<file path="src/rtl/cpmc_defines.vh">
// Purpose: Constants for the clock and power-mode controller.
// Assumes: APB byte addresses are four times the register index.
// Notes:   Definitions only.
`ifndef CPMC_DEFINES_VH
`define CPMC_DEFINES_VH
`define CPMC_IDX_CLK_SRC      8'ha3
`define CPMC_IDX_PWR_DOWN     8'ha4
`define CPMC_IDX_LF_CTRL      8'had
`define CPMC_CLK_SRC_RST      8'h00
`define CPMC_PWR_DOWN_RST     8'h00
`define CPMC_LF_SRC_RST       3'h7
`define CPMC_BIT_KEEP_XTAL    7
`define CPMC_BIT_BYPASS       6
`define CPMC_BIT_XTAL_IRQ_EN  3
`define CPMC_OSC_BOTH         2'h0
`define CPMC_OSC_RC_ONLY      2'h1
`define CPMC_OSC_XTAL_ONLY    2'h2
`define CPMC_PD_NONE          3'h0
`define CPMC_PD_DEEP_SLEEP    3'h1
`define CPMC_PD_MEM_RET_OFF   3'h2
`define CPMC_PD_MEM_RET_ON    3'h3
`define CPMC_PD_REG_RET       3'h4
`define CPMC_PD_STANDBY       3'h7
`define CPMC_LF_SLOW_XTAL     3'h0
`define CPMC_LF_SLOW_RC       3'h1
`define CPMC_LF_SYNTH         3'h2
`define CPMC_LF_XTAL_PIN      3'h3
`define CPMC_LF_DIG_PIN       3'h4
`define CPMC_LF_NONE          3'h7
`endif

</file>
<file path="src/rtl/cpmc_top.v">
// Purpose: Clock source, clock divider and power-down mode control with an APB slave.
// Assumes: All inputs synchronous to clk_in; oscillators and wakeup logic are outside.
// Notes:   The 16 MHz MCU clock is represented by enable pulses of a divided clk_in.
//
// How it works
// - Keep-crystal bit holds the fast crystal on during register retention.
// - Bypass bit takes MCU clock from the crystal input pin.
// - Start field: 00 both, 01 RC only, 10 crystal only, 11 reserved.
// - With both started, run from RC then switch to crystal when ready.
// - New start field applies only after retention or deep sleep.
// - Bit 3 enables crystal-ready wakeup and interrupt.
// - Bits 2:0 halve MCU clock from 16 MHz down to 125 kHz.
// - Low-frequency control bit 7 reads the low-frequency clock level.
// - Low-frequency control bit 6 reads ready.
// - Low-frequency control bit 3 reads one when crystal drives the MCU.
// - Low-frequency source field selects one of five sources or none.
// - Fast crystal stops in deep sleep and memory retention.
// - MCU waits for an operating low-frequency clock when one is selected.
// - Power-down bits 7, 6, 5 are pin, tick and comparator wake flags.
// - Wake flags clear on read or on entering power-down.
// - Write of a nonzero code other than 101 or 110 to bits 2:0 enters the coded power-down mode.
// - Reading bits 2:0 returns previous power-down mode.
// - Both register retention variants use code 100.
// - Register retention wakeup resumes without system reset.
`timescale 1ns/1ps
`include "cpmc_defines.vh"

module cpmc_top
(
    // Clock and reset.
    input  wire        clk_in,
    input  wire        sys_rst_in,
    // APB slave.
    input  wire        psel_in,
    input  wire        penable_in,
    input  wire        pwrite_in,
    input  wire [11:0] paddr_in,
    input  wire [31:0] pwdata_in,
    output wire [31:0] prdata_out,
    output wire        pready_out,
    output wire        pslverr_out,
    // Oscillator status and pins.
    input  wire        fast_crystal_ready_in,
    input  wire        fast_rc_ready_in,
    input  wire        crystal_input_pin_in,
    input  wire        low_freq_clock_in,
    input  wire        low_freq_ready_in,
    // Wakeup events.
    input  wire        wake_pin_in,
    input  wire        wake_tick_in,
    input  wire        wake_comp_in,
    input  wire        wake_irq_in,
    // Oscillator and power controls.
    output reg         fast_crystal_osc_en_out,
    output reg         fast_rc_osc_en_out,
    output reg  [2:0]  low_freq_src_out,
    output reg         mcu_clk_en_out,
    output reg         mcu_src_crystal_out,
    output reg         mcu_src_bypass_out,
    output reg         mcu_run_out,
    output reg  [2:0]  power_mode_out,
    output reg         system_reset_req_out,
    output reg         fast_crystal_ready_irq_out
);

    localparam [1:0] ST_ACTIVE = 2'h0;
    localparam [1:0] ST_DOWN   = 2'h1;
    localparam [1:0] ST_WAKE   = 2'h2;

    // ********************************************************
    // APB decode
    // ********************************************************
    wire       acc_en   = psel_in & penable_in;
    wire       idx_ok   = (paddr_in[1:0] == 2'h0);
    wire [9:0] idx      = paddr_in[11:2];
    wire       hit_clk  = idx_ok & (idx == {2'h0, `CPMC_IDX_CLK_SRC});
    wire       hit_pd   = idx_ok & (idx == {2'h0, `CPMC_IDX_PWR_DOWN});
    wire       hit_lf   = idx_ok & (idx == {2'h0, `CPMC_IDX_LF_CTRL});
    wire       hit_any  = hit_clk | hit_pd | hit_lf;
    wire       wr_stb   = acc_en & pwrite_in;
    wire       rd_pd    = acc_en & ~pwrite_in & hit_pd;

    assign pready_out  = 1'b1;
    assign pslverr_out = acc_en & ~hit_any;

    reg  [7:0] clk_src_q;
    reg  [1:0] osc_start_q;
    reg  [2:0] lf_src_q;
    reg  [2:0] prev_mode_q;
    reg  [2:0] wake_flags_q;
    reg  [1:0] state_q;
    reg  [2:0] div_cnt_q;
    reg  [6:0] tick_cnt_q;
    reg        xtal_rdy_q;
    reg  [7:0] rd_mux;
    reg  [31:0] prdata_q;

    // ********************************************************
    // Register writes
    // ********************************************************
    always @(posedge clk_in or posedge sys_rst_in)
    begin
        if (sys_rst_in)
        begin
            clk_src_q <= `CPMC_CLK_SRC_RST;
            lf_src_q  <= `CPMC_LF_SRC_RST;
        end
        else if (wr_stb)
        begin
            if (hit_clk)
                clk_src_q <= pwdata_in[7:0];
            if (hit_lf)
                lf_src_q <= pwdata_in[2:0];
        end
    end

    // ********************************************************
    // Power-down sequencer
    // ********************************************************
    wire pd_write  = wr_stb & hit_pd & (pwdata_in[2:0] != `CPMC_PD_NONE);
    wire pd_legal  = (pwdata_in[2:0] != 3'h5) && (pwdata_in[2:0] != 3'h6);
    wire any_wake  = wake_pin_in | wake_tick_in | wake_comp_in
                   | (wake_irq_in & (power_mode_out == `CPMC_PD_STANDBY))
                   | (fast_crystal_ready_in & ~xtal_rdy_q
                      & clk_src_q[`CPMC_BIT_XTAL_IRQ_EN]);
    wire lf_active = (lf_src_q != `CPMC_LF_NONE) && (lf_src_q != 3'h5)
                   && (lf_src_q != 3'h6);

    always @(posedge clk_in or posedge sys_rst_in)
    begin
        if (sys_rst_in)
        begin
            state_q              <= ST_ACTIVE;
            power_mode_out       <= `CPMC_PD_NONE;
            prev_mode_q          <= `CPMC_PD_NONE;
            osc_start_q          <= `CPMC_OSC_BOTH;
            wake_flags_q         <= 3'h0;
            system_reset_req_out <= 1'b0;
        end
        else
        begin
            system_reset_req_out <= 1'b0;
            case (state_q)
                ST_ACTIVE:
                begin
                    if (pd_write && pd_legal)
                    begin
                        power_mode_out <= pwdata_in[2:0];
                        prev_mode_q    <= pwdata_in[2:0];
                        wake_flags_q   <= 3'h0;
                        state_q        <= ST_DOWN;
                    end
                    else if (rd_pd)
                        wake_flags_q <= 3'h0;
                end
                ST_DOWN:
                begin
                    if (any_wake)
                    begin
                        wake_flags_q <= {wake_pin_in, wake_tick_in,
                                         wake_comp_in & (power_mode_out
                                         != `CPMC_PD_STANDBY)};
                        // Start field latched on wakeup from any mode but standby.
                        if (power_mode_out != `CPMC_PD_STANDBY)
                            osc_start_q <= clk_src_q[5:4];
                        // Only deep sleep and memory retention reset.
                        if ((power_mode_out == `CPMC_PD_DEEP_SLEEP) ||
                            (power_mode_out == `CPMC_PD_MEM_RET_OFF) ||
                            (power_mode_out == `CPMC_PD_MEM_RET_ON))
                            system_reset_req_out <= 1'b1;
                        state_q <= ST_WAKE;
                    end
                end
                ST_WAKE:
                begin
                    if (!lf_active || low_freq_ready_in)
                    begin
                        power_mode_out <= `CPMC_PD_NONE;
                        state_q        <= ST_ACTIVE;
                    end
                end
                default:
                    state_q <= ST_ACTIVE;
            endcase
        end
    end

    // ********************************************************
    // Oscillator control and MCU clock selection
    // ********************************************************
    always @(posedge clk_in or posedge sys_rst_in)
    begin
        if (sys_rst_in)
        begin
            fast_crystal_osc_en_out    <= 1'b1;
            fast_rc_osc_en_out         <= 1'b1;
            low_freq_src_out           <= `CPMC_LF_SRC_RST;
            mcu_src_crystal_out        <= 1'b0;
            mcu_src_bypass_out         <= 1'b0;
            mcu_run_out                <= 1'b0;
            xtal_rdy_q                 <= 1'b0;
            fast_crystal_ready_irq_out <= 1'b0;
        end
        else
        begin
            xtal_rdy_q <= fast_crystal_ready_in;
            fast_rc_osc_en_out <= (osc_start_q != `CPMC_OSC_XTAL_ONLY)
                                && (osc_start_q != 2'h3);
            // Crystal stopped in deep sleep and memory retention.
            if ((power_mode_out == `CPMC_PD_DEEP_SLEEP) ||
                (power_mode_out == `CPMC_PD_MEM_RET_OFF) ||
                (power_mode_out == `CPMC_PD_MEM_RET_ON))
                fast_crystal_osc_en_out <= 1'b0;
            // Keep crystal on in register retention only if asked.
            else if (power_mode_out == `CPMC_PD_REG_RET)
                fast_crystal_osc_en_out <= clk_src_q[`CPMC_BIT_KEEP_XTAL];
            else
                fast_crystal_osc_en_out <= (osc_start_q == `CPMC_OSC_BOTH)
                                        || (osc_start_q == `CPMC_OSC_XTAL_ONLY);
            // Register retention timers follow low-frequency source.
            low_freq_src_out <= lf_src_q;
            mcu_src_bypass_out <= clk_src_q[`CPMC_BIT_BYPASS];
            mcu_src_crystal_out <= fast_crystal_ready_in & fast_crystal_osc_en_out
                                 & (osc_start_q != `CPMC_OSC_RC_ONLY);
            mcu_run_out <= (state_q == ST_ACTIVE);
            // Crystal-ready interrupt gated by bit 3.
            fast_crystal_ready_irq_out <= fast_crystal_ready_in & ~xtal_rdy_q
                                        & clk_src_q[`CPMC_BIT_XTAL_IRQ_EN];
        end
    end

    // ********************************************************
    // MCU clock divider
    // ********************************************************
    // clk_in is 50 MHz; a 16 MHz enable is approximated by one pulse in three.
    always @(posedge clk_in or posedge sys_rst_in)
    begin
        if (sys_rst_in)
        begin
            div_cnt_q      <= 3'h0;
            tick_cnt_q     <= 7'h00;
            mcu_clk_en_out <= 1'b0;
        end
        else
        begin
            mcu_clk_en_out <= 1'b0;
            if (div_cnt_q == 3'h2)
            begin
                div_cnt_q <= 3'h0;
                if ((tick_cnt_q & ((7'h01 << clk_src_q[2:0]) - 7'h01)) == 7'h00)
                    mcu_clk_en_out <= (state_q == ST_ACTIVE);
                tick_cnt_q <= tick_cnt_q + 7'h01;
            end
            else
                div_cnt_q <= div_cnt_q + 3'h1;
        end
    end

    // ********************************************************
    // Read data
    // ********************************************************
    always @*
    begin
        rd_mux = 8'h00;
        if (hit_clk)
            rd_mux = clk_src_q;
        else if (hit_pd)
            rd_mux = {wake_flags_q, 2'h0, prev_mode_q};
        else if (hit_lf)
            rd_mux = {low_freq_clock_in, low_freq_ready_in, 2'h0,
                      mcu_src_crystal_out, lf_src_q};
    end

    always @(posedge clk_in or posedge sys_rst_in)
    begin
        if (sys_rst_in)
            prdata_q <= 32'h0000_0000;
        else if (psel_in & ~penable_in & ~pwrite_in)
            prdata_q <= {24'h00_0000, rd_mux};
    end

    assign prdata_out = prdata_q;

endmodule

</file>
<file path="config.mk">
export PLATFORM = sky130hd
export DESIGN_NAME = cpmc_top
export DESIGN_NICKNAME = d
export VERILOG_FILES = /design/src/rtl/cpmc_top.v
export VERILOG_INCLUDE_DIRS = /design/src /design/src/rtl
export SDC_FILE = /design/constraint.sdc
export NUM_CORES = 1
export LEC_CHECK = 0
export BUFFER_PORTS_ARGS = -buffer_cell sky130_fd_sc_hd__buf_2
export CAP_MARGIN = 15
export CORE_ASPECT_RATIO = 0.7
export CORE_MARGIN = 1
export CORE_UTILIZATION = 41
export CTS_CLUSTER_DIAMETER = 150
export DETAILED_ROUTE_END_ITERATION = 7
export GPL_ROUTABILITY_DRIVEN = 0
export HOLD_SLACK_MARGIN = 0.05
export PLACE_DENSITY = 0.78
export SKIP_CTS_REPAIR_TIMING = 1
export SYNTH_ARGS = -nofsm -noshare
export SYNTH_HDL_FRONTEND = slang
export SYNTH_SLANG_ARGS = --single-unit
</file>
<file path="constraint.sdc">
create_clock -name clk_in -period 2.25 [get_ports clk_in]
set_input_delay 0.225 -clock clk_in [delete_from_list [all_inputs] [get_ports clk_in]]
set_output_delay 0.225 -clock clk_in [all_outputs]
set_load 0.03 [all_outputs]
</file>
==> flow_metrics.env, run 1 <==
export IMPL_outcome="finished, violations left"
export IMPL_failed_checks="DRC"
export IMPL_wirelength_met1_um=2700
export IMPL_yosys_area_top_type="sky130_fd_sc_hd__dfrtp_1"
export IMPL_numClockSinks=54
export IMPL_detailedRoute_firstPassIterationCount=6
export IMPL_comb_power_share_pct=8.6
export IMPL_p_per_area_nw_per_um2=594
export IMPL_die_height_um=69.2
export IMPL_drive_above_1_share_pct=30.2
export IMPL_area_growth_synth_to_final_pct=15.6
export IMPL_synth_seq_area_share_pct=51.5
export IMPL_crit_required_ps=2490
export IMPL_crit_slowest_cell="sky130_fd_sc_hd__dfrtp_1"
export IMPL_cts_buffer_depth=2
export IMPL_worst_hold_path_type="input pin to async pin"
export IMPL_floorplan_rows=24
export IMPL_critical_path_cell_chain="or3_1 > ha_1 > nand2b_1 > nand3_1 > a221oi_1 > and3_1"
export IMPL_pre_cts_ws_ps=338
export IMPL_timing_max_cap_violations=0
export IMPL_final_setup_tns_ps=0
export IMPL_grt_use_total_pct=17.7
export IMPL_antenna_found_initial=0
export IMPL_worst_skew_pair_late_latency_ps=310
export IMPL_placement_io_buffers=54
export IMPL_endpoint_kind="flip-flop"
export IMPL_critPathLaunch="clk_src_q[0]$_DFFE_PP0P_"
export IMPL_synthSimpleGateAreaFrac_pct=15.8
export IMPL_report_final_hold_viol_count=0
export IMPL_yosys_area_share_xor_xnor_pct=2.98
export IMPL_initial_core_util_pct=42.5
export IMPL_yosysWarnings=0
export IMPL_dr_total_vias=2008
export IMPL_grt_pass1_wl_um=9470
export IMPL_cp_arrival_ps=2110
export IMPL_max_slew_margin_vs_limit_pct=52.7
export IMPL_design_final_nets=364
export IMPL_synth_seq_cells=54
export IMPL_syn_area_per_cell_um2=10.8
export IMPL_floorplan_core_area_um2=6220
export IMPL_synth_area_um2=2640
export IMPL_dr_wl_met2_um=2620
export IMPL_clk_pin_slew_ps=90
export IMPL_power_sequential_fraction_pct=53.7
export IMPL_worst_setup_path_type="flip-flop to flip-flop"
export IMPL_chipWidth_um=98.0
export IMPL_async_flop_share_pct=100
export IMPL_timing_final_crit_share_pct=83.4
export IMPL_irDropWorstVdd_mv=0.225
export IMPL_achievable_frequency_mhz=533
export IMPL_route_detailed_drc=4
export IMPL_final_setup_skew_ps=13.7
export IMPL_total_i_o_pin_count=106
export IMPL_via_per_inst=5.24
export IMPL_wl_met3_um=421
export IMPL_timing_worst_slew_pin_value_ps=708
export IMPL_synth_compound_area_share_pct=12.5
export IMPL_die_area_um2=6780
export IMPL_via_count_of_the_first_global_routing_pass=1937
export IMPL_setup_viol_count_final=0
export IMPL_synth_adder_area_share_pct=0.947
export IMPL_synthCells=244
export IMPL_rr_startpoint="clk_src_q[0]$_DFFE_PP0P_"
export IMPL_cellInternalPower_mw=1.38
export IMPL_synth_top_cell_area_share_pct=43.6
export IMPL_cts_root_buf="sky130_fd_sc_hd__clkbuf_8"
export IMPL_post_route_worst_setup_slack_ps=375
export IMPL_synth_mux_area_fraction_pct=7.01
export IMPL_ys_top_cells_by_area="sky130_fd_sc_hd__dfrtp_1 (44%), sky130_fd_sc_hd__dfstp_2 (8.0%), sky130_fd_sc_hd__buf_4 (7.1%)"
export IMPL_synth_lib_cells_used_distinct=46
export IMPL_crit_path_max_incr_delay_ps=470
export IMPL_synth_main_ff_cell="sky130_fd_sc_hd__dfrtp_1"
export IMPL_synth_most_common_cell="sky130_fd_sc_hd__dfrtp_1"
export IMPL_critical_path_peak_fanout=8
export IMPL_power_switching_mw=0.437
export IMPL_route_top_layer_used="met4"
export IMPL_grt_ovfl_total=0
export IMPL_dpl_hpwl_um=4270
export IMPL_drt_antenna_net_count=0
export IMPL_report_final_slew_viol_count=0
export IMPL_synth_top_cells_by_count="sky130_fd_sc_hd__dfrtp_1 (46), sky130_fd_sc_hd__buf_4 (25), sky130_fd_sc_hd__nand2_1 (22)"
export IMPL_h_tree_depth=2
export IMPL_synth_edff_count=0
export IMPL_drt_iter0_drc=120
export IMPL_numCtsBuffers=5
export IMPL_totalWireLength_um=5780
export IMPL_reg2reg_setup_slack_ps=370
export IMPL_p_clk_share_pct=37.7
export IMPL_cellLeakagePower_nw=1.54
export IMPL_setup_repair_after_global_routing_missed_its_margin="false"
export IMPL_min_period_ps=1880
export IMPL_post_drt_wl_per_cell_um=15.1
export IMPL_critPathLaunchType="flip-flop"
export IMPL_tritoncts="done"
export IMPL_main_combinational_cell_family_by_area_after_synthesis="simple AND/OR/NAND/NOR gates"
export IMPL_switching_share_pct=24.1
export IMPL_n_antenna_cell=0
export IMPL_grt_max_degree=55
-- final timing paths --
kind,cells past startpoint,endpoint
setup / recovery,6,mcu_clk_en_out$_DFF_PP0_
hold / removal,3,mcu_clk_en_out$_DFF_PP0_
setup reg to reg,6,mcu_clk_en_out$_DFF_PP0_
hold reg to reg,0,low_freq_src_out[2]$_DFF_PP1_
max in group asynchronous,3,div_cnt_q[2]$_DFF_PP0_
min in group clk_in,2,clk_src_q[5]$_DFFE_PP0P_
-- metrics by stage --
stage	instances	instance area [um^2]	util [%]	hold WS, ps	power [mW]
6_report	383	3050	49.1	86.1	1.81
5_1_grt	383	3050	49.1	127	1.88
4_1_cts	382	3040	49.0	36.3	1.83
3_5_place_dp	374	2920	47.0	366	1.15
3_3_place_gp	374	2920	47.0	363	1.14
2_1_floorplan	267	2730	-	256	1.13
-- power by group through the flow --
stage          combinational, mW  sequential, mW  clock, mW
2_1_floorplan              0.132           0.995          0
3_3_place_gp               0.151           0.993          0
3_5_place_dp               0.153           0.993          0
4_1_cts                    0.154           0.974      0.700
5_1_grt                    0.168           0.975      0.741
6_report                   0.156           0.974      0.684
-- state kept, by name, indices dropped and copies added, names as in the netlist, 2 cells and up --
register and flops:
power_mode_out 3, clk_src_q 8, prdata_out 8, lf_src_q 3, tick_cnt_q 7, wake_flags_q 3
osc_start_q 2, low_freq_src_out 3, state_q 2, div_cnt_q 3, prev_mode_q 3
-- area by class of cell --
class | count | area, um^2
Multi-Input combinational cell | 175 | 1130
Timing Repair Buffer | 59 | 310
Fill cell | 564 | 3160
Sequential cell | 54 | 1360
Clock inverter | 2 | 38.8
Tap cell | 78 | 97.6
Clock buffer | 6 | 82.6
Inverter | 9 | 33.8
-- cells in the final DEF (no fill, tap or decap), drive strengths merged, types with 3 or more instances in the layout --
cell type   n
and3        3
dfstp       8
a22oi       6
nor2b       3
nand2      23
inv        10
xnor2       4
conb       25
nand2b      5
nor2       11
o21ai      16
a21oi       8
and2        4
nor3        3
a22o        8
mux2       14
nand3       9
clkbuf      6
xor2        5
dfrtp      46
buf        58
-- logic make-up (layout without fill, tap and decap cells) --
group / after synthesis / after routing
buf+inv: 38 / 76
mux: 16 / 16
flops: 54 / 54
other cells: 2 / 25
xor+xnor: 9 / 9
compound gates: 50 / 50
fa+ha+maj: 2 / 2
simple gates: 73 / 73
-- worst max-delay path: cells and delay by family, from the launching register on --
kind | cells | cell delay (ps)
flops | 1 | 470
simple gates | 4 | 800
fa+ha+maj | 1 | 280
compound gates | 1 | 260
-- metal layers --
metal  up-vias  GRT usage (%)
li1        935              -
met5         -              0
met4         0           4.38
met2        91           26.8
met1       975           25.8
met3         7           4.23
No activity file was read; power rests on OpenSTA's default activity.
==> run 2: changes to the inputs <==
- ABC_AREA: unset -> 1
- PLACE_DENSITY: 0.78 -> 0.8
- clock period: 2.25 -> 1.7 ns (I/O delays scaled with it)
==> run 2 against run 1 <==
Compared with the run above:
- the run now ends clean
- critical path type unchanged
- sequential power is 34% higher
- highest routed layer unchanged
- non-clock buffer count is 2 higher
- largest cell class unchanged
- core utilization is 1.4 points higher
- die area is 6.0% higher
- clock power is 24% higher
- combinational power is 63% higher
- clock skew is 7.0 ps lower
==> flow_metrics.env, run 2 <==
export IMPL_drive_above_1_share_pct=24.4
export IMPL_numClockSinks=54
export IMPL_drt_iter0_drc=176
export IMPL_power_mw=2.41
export IMPL_crit_required_ps=1940
export IMPL_yosys_area_top_type="sky130_fd_sc_hd__dfrtp_1"
export IMPL_async_flop_share_pct=100
export IMPL_synth_area_um2=2810
export IMPL_h_tree_depth=2
export IMPL_synth_lib_cells_used_distinct=34
export IMPL_grt_use_total_pct=17.9
export IMPL_fin_worst_hold_slack_ps=87.3
export IMPL_synth_top_cell_area_share_pct=41.0
export IMPL_irDropWorstVdd_mv=0.327
export IMPL_setup_repair_after_global_routing_missed_its_margin="false"
export IMPL_final_setup_skew_ps=6.65
export IMPL_via_per_inst=4.70
export IMPL_floorplan_rows=24
export IMPL_tritoncts="done"
export IMPL_postLayoutCellArea_um2=3250
export IMPL_route_detailed_drc=0
export IMPL_report_final_slew_viol_count=0
export IMPL_cts_root_buf="sky130_fd_sc_hd__clkbuf_8"
export IMPL_p_per_area_nw_per_um2=741
export IMPL_syn_area_per_cell_um2=8.21
export IMPL_drt_antenna_net_count=0
export IMPL_outcome="finished, final reports clean"
export IMPL_nFillCells=615
export IMPL_grt_ovfl_total=0
export IMPL_timing_final_crit_share_pct=94.0
export IMPL_dr_total_vias=2332
export IMPL_setup_viol_count_final=0
export IMPL_initial_core_util_pct=43.7
export IMPL_synth_most_common_cell="sky130_fd_sc_hd__nand2_1"
export IMPL_grt_max_degree=55
export IMPL_worstPathBufferInverterCount=0
export IMPL_dpl_hpwl_um=4640
export IMPL_timing_max_cap_violations=0
export IMPL_synth_main_ff_cell="sky130_fd_sc_hd__dfrtp_1"
export IMPL_crit_slowest_cell="sky130_fd_sc_hd__dfrtp_1"
export IMPL_final_cell_mix="sky130_fd_sc_hd__nand2_1 (94), sky130_fd_sc_hd__buf_2 (54), sky130_fd_sc_hd__dfrtp_1 (44), sky130_fd_sc_hd__inv_1 (36), sky130_fd_sc_hd__nand3_1 (27)"
export IMPL_numPlacedInstances=484
export IMPL_totalWireLength_um=6130
export IMPL_chipWidth_um=101
export IMPL_area_growth_synth_to_final_pct=15.8
export IMPL_ys_top_cells_by_area="sky130_fd_sc_hd__dfrtp_1 (41%), sky130_fd_sc_hd__nand2_1 (13%), sky130_fd_sc_hd__dfstp_2 (7.5%)"
export IMPL_mostFrequentLayoutCell="sky130_fd_sc_hd__nand2_1"
export IMPL_synth_edff_count=0
export IMPL_die_area_um2=7190
export IMPL_post_drt_wl_per_cell_um=12.4
export IMPL_cts_buffer_depth=2
export IMPL_yosysWarnings=0
export IMPL_critical_path_cell_chain="nor2_2 > nand2_1 > ha_1 > o21ai_0 > nor3_1 > nand4_1 > nor2_1"
export IMPL_synth_top_cells_by_count="sky130_fd_sc_hd__nand2_1 (94), sky130_fd_sc_hd__dfrtp_1 (46), sky130_fd_sc_hd__inv_1 (38)"
export IMPL_final_cells=496
export IMPL_crit_path_max_incr_delay_ps=460
export IMPL_total_i_o_pin_count=106
export IMPL_worst_skew_pair_late_latency_ps=300
export IMPL_final_setup_tns_ps=0
export IMPL_worst_setup_path_type="flip-flop to flip-flop"
export IMPL_report_final_hold_viol_count=0
export IMPL_grt_pass1_wl_um=9870
export IMPL_numCtsBuffers=5
export IMPL_clk_pin_slew_ps=100
export IMPL_detailedRoute_firstPassIterationCount=4
export IMPL_antenna_found_initial=0
export IMPL_worst_hold_path_type="input pin to flip-flop"
export IMPL_synth_seq_cells=54
export IMPL_achievable_frequency_mhz=626
export IMPL_synth_seq_area_share_pct=48.5
export IMPL_dpl_cell_area_um2=3100
export IMPL_critPathLaunchType="flip-flop"
export IMPL_endpoint_kind="flip-flop"
export IMPL_critical_path_top_delay_family="simple AND/OR/NAND/NOR gates"
export IMPL_cellLeakagePower_nw=1.80
export IMPL_cp_arrival_ps=1840
export IMPL_placement_io_buffers=54
export IMPL_min_period_ps=1600
export IMPL_via_count_of_the_first_global_routing_pass=2049
export IMPL_synthCells=342
export IMPL_floorplan_core_area_um2=6430
export IMPL_critical_path_peak_fanout=5
export IMPL_n_antenna_cell=0
export IMPL_die_height_um=71.2
export IMPL_design_final_nets=464
## run 2: changes by cell type after synthesis, moves of 4 or more
cell	before	now
sky130_fd_sc_hd__and2_1	4	0
sky130_fd_sc_hd__a22oi_1	6	0
sky130_fd_sc_hd__nand3_1	8	27
sky130_fd_sc_hd__o21ai_1	0	7
sky130_fd_sc_hd__nand2_1	22	94
sky130_fd_sc_hd__mux2_2	10	0
sky130_fd_sc_hd__inv_1	9	38
sky130_fd_sc_hd__o21ai_0	16	20
sky130_fd_sc_hd__nand2_2	0	4
sky130_fd_sc_hd__a22o_1	8	0
sky130_fd_sc_hd__nor2_1	11	21
sky130_fd_sc_hd__nand2b_1	5	0
## run 2: worst register-to-register path, cell delays in order (launching register included)
cell	delay, ps
sky130_fd_sc_hd__dfrtp_1	460
sky130_fd_sc_hd__nor2_2	130
sky130_fd_sc_hd__nand2_1	80
sky130_fd_sc_hd__ha_1	280
sky130_fd_sc_hd__o21ai_0	90
sky130_fd_sc_hd__nor3_1	250
sky130_fd_sc_hd__nand4_1	140
sky130_fd_sc_hd__nor2_1	110
## run 2: final timing paths
check / from / endpoint / slack (ps) / cells after the start
max reg2reg: clk_src_q[1]$_DFFE_PP0P_ / mcu_clk_en_out$_DFF_PP0_ / 100 / 7
max in group asynchronous: sys_rst_in / low_freq_src_out[0]$_DFF_PP1_ / 970 / 4
max: clk_src_q[1]$_DFFE_PP0P_ / mcu_clk_en_out$_DFF_PP0_ / 100 / 7
min in group asynchronous: sys_rst_in / system_reset_req_out$_DFF_PP0_ / 440 / 4
min reg2reg: lf_src_q[1]$_DFFE_PP1P_ / low_freq_src_out[1]$_DFF_PP1_ / 390 / 0
min: wake_tick_in / wake_flags_q[1]$_DFFE_PP0P_ / 90 / 3
## run 2: cell type report
| class | instances | area, um^2 | share of cell area (%) |
|---|---|---|---|
| inverter | 42 | 158 | 4.85 |
| clock inverter | 3 | 40.0 | 1.23 |
| sequential | 54 | 1360 | 42.0 |
| tap | 91 | 114 | 3.50 |
| multi-input combinational | 240 | 1170 | 35.9 |
| timing repair buffer | 61 | 340 | 10.5 |
| clock buffer | 5 | 68.8 | 2.12 |
## run 2: where the power goes
part / leakage [nW] / total [mW] / switching, mW / internal, mW
clock network: 0.0579 / 0.846 / 0.412 / 0.434
registers: 0.689 / 1.31 / 0.00825 / 1.30
logic: 1.05 / 0.255 / 0.191 / 0.0640
total: 1.80 / 2.41 / 0.610 / 1.80
## run 2: cell families after synthesis
| family | Yosys count | synth area share (%) |
|---|---|---|
| and+or+nand+nor | 171 | 28.3 |
| buffers and inverters | 71 | 13.3 |
| DFF | 54 | 48.5 |
| AOI/OAI and AO/OA | 36 | 6.82 |
| xor gates and xnor gates | 6 | 1.87 |
| adders and majority gates | 2 | 0.892 |
| other | 2 | 0.268 |
## run 2: through the flow
| step | setup WS [ps] | utilization, % |
|---|---|---|
| after floorplan | 229 | - |
| after global placement | 176 | 48.3 |
| after detailed placement | 134 | 48.3 |
| after CTS | 94.6 | 50.0 |
| after global routing | 9.21 | 50.6 |
| final | 103 | 50.6 |
## run 2: layer usage
layer  vias to the layer above  track usage, %  share of wire [%]
met3                         2            4.10                7.2
met4                         0            3.86               0.34
met2                        98            27.1                 43
met1                      1074            26.6                 49
li1                       1158               -                  -
met5                         -               0                  0
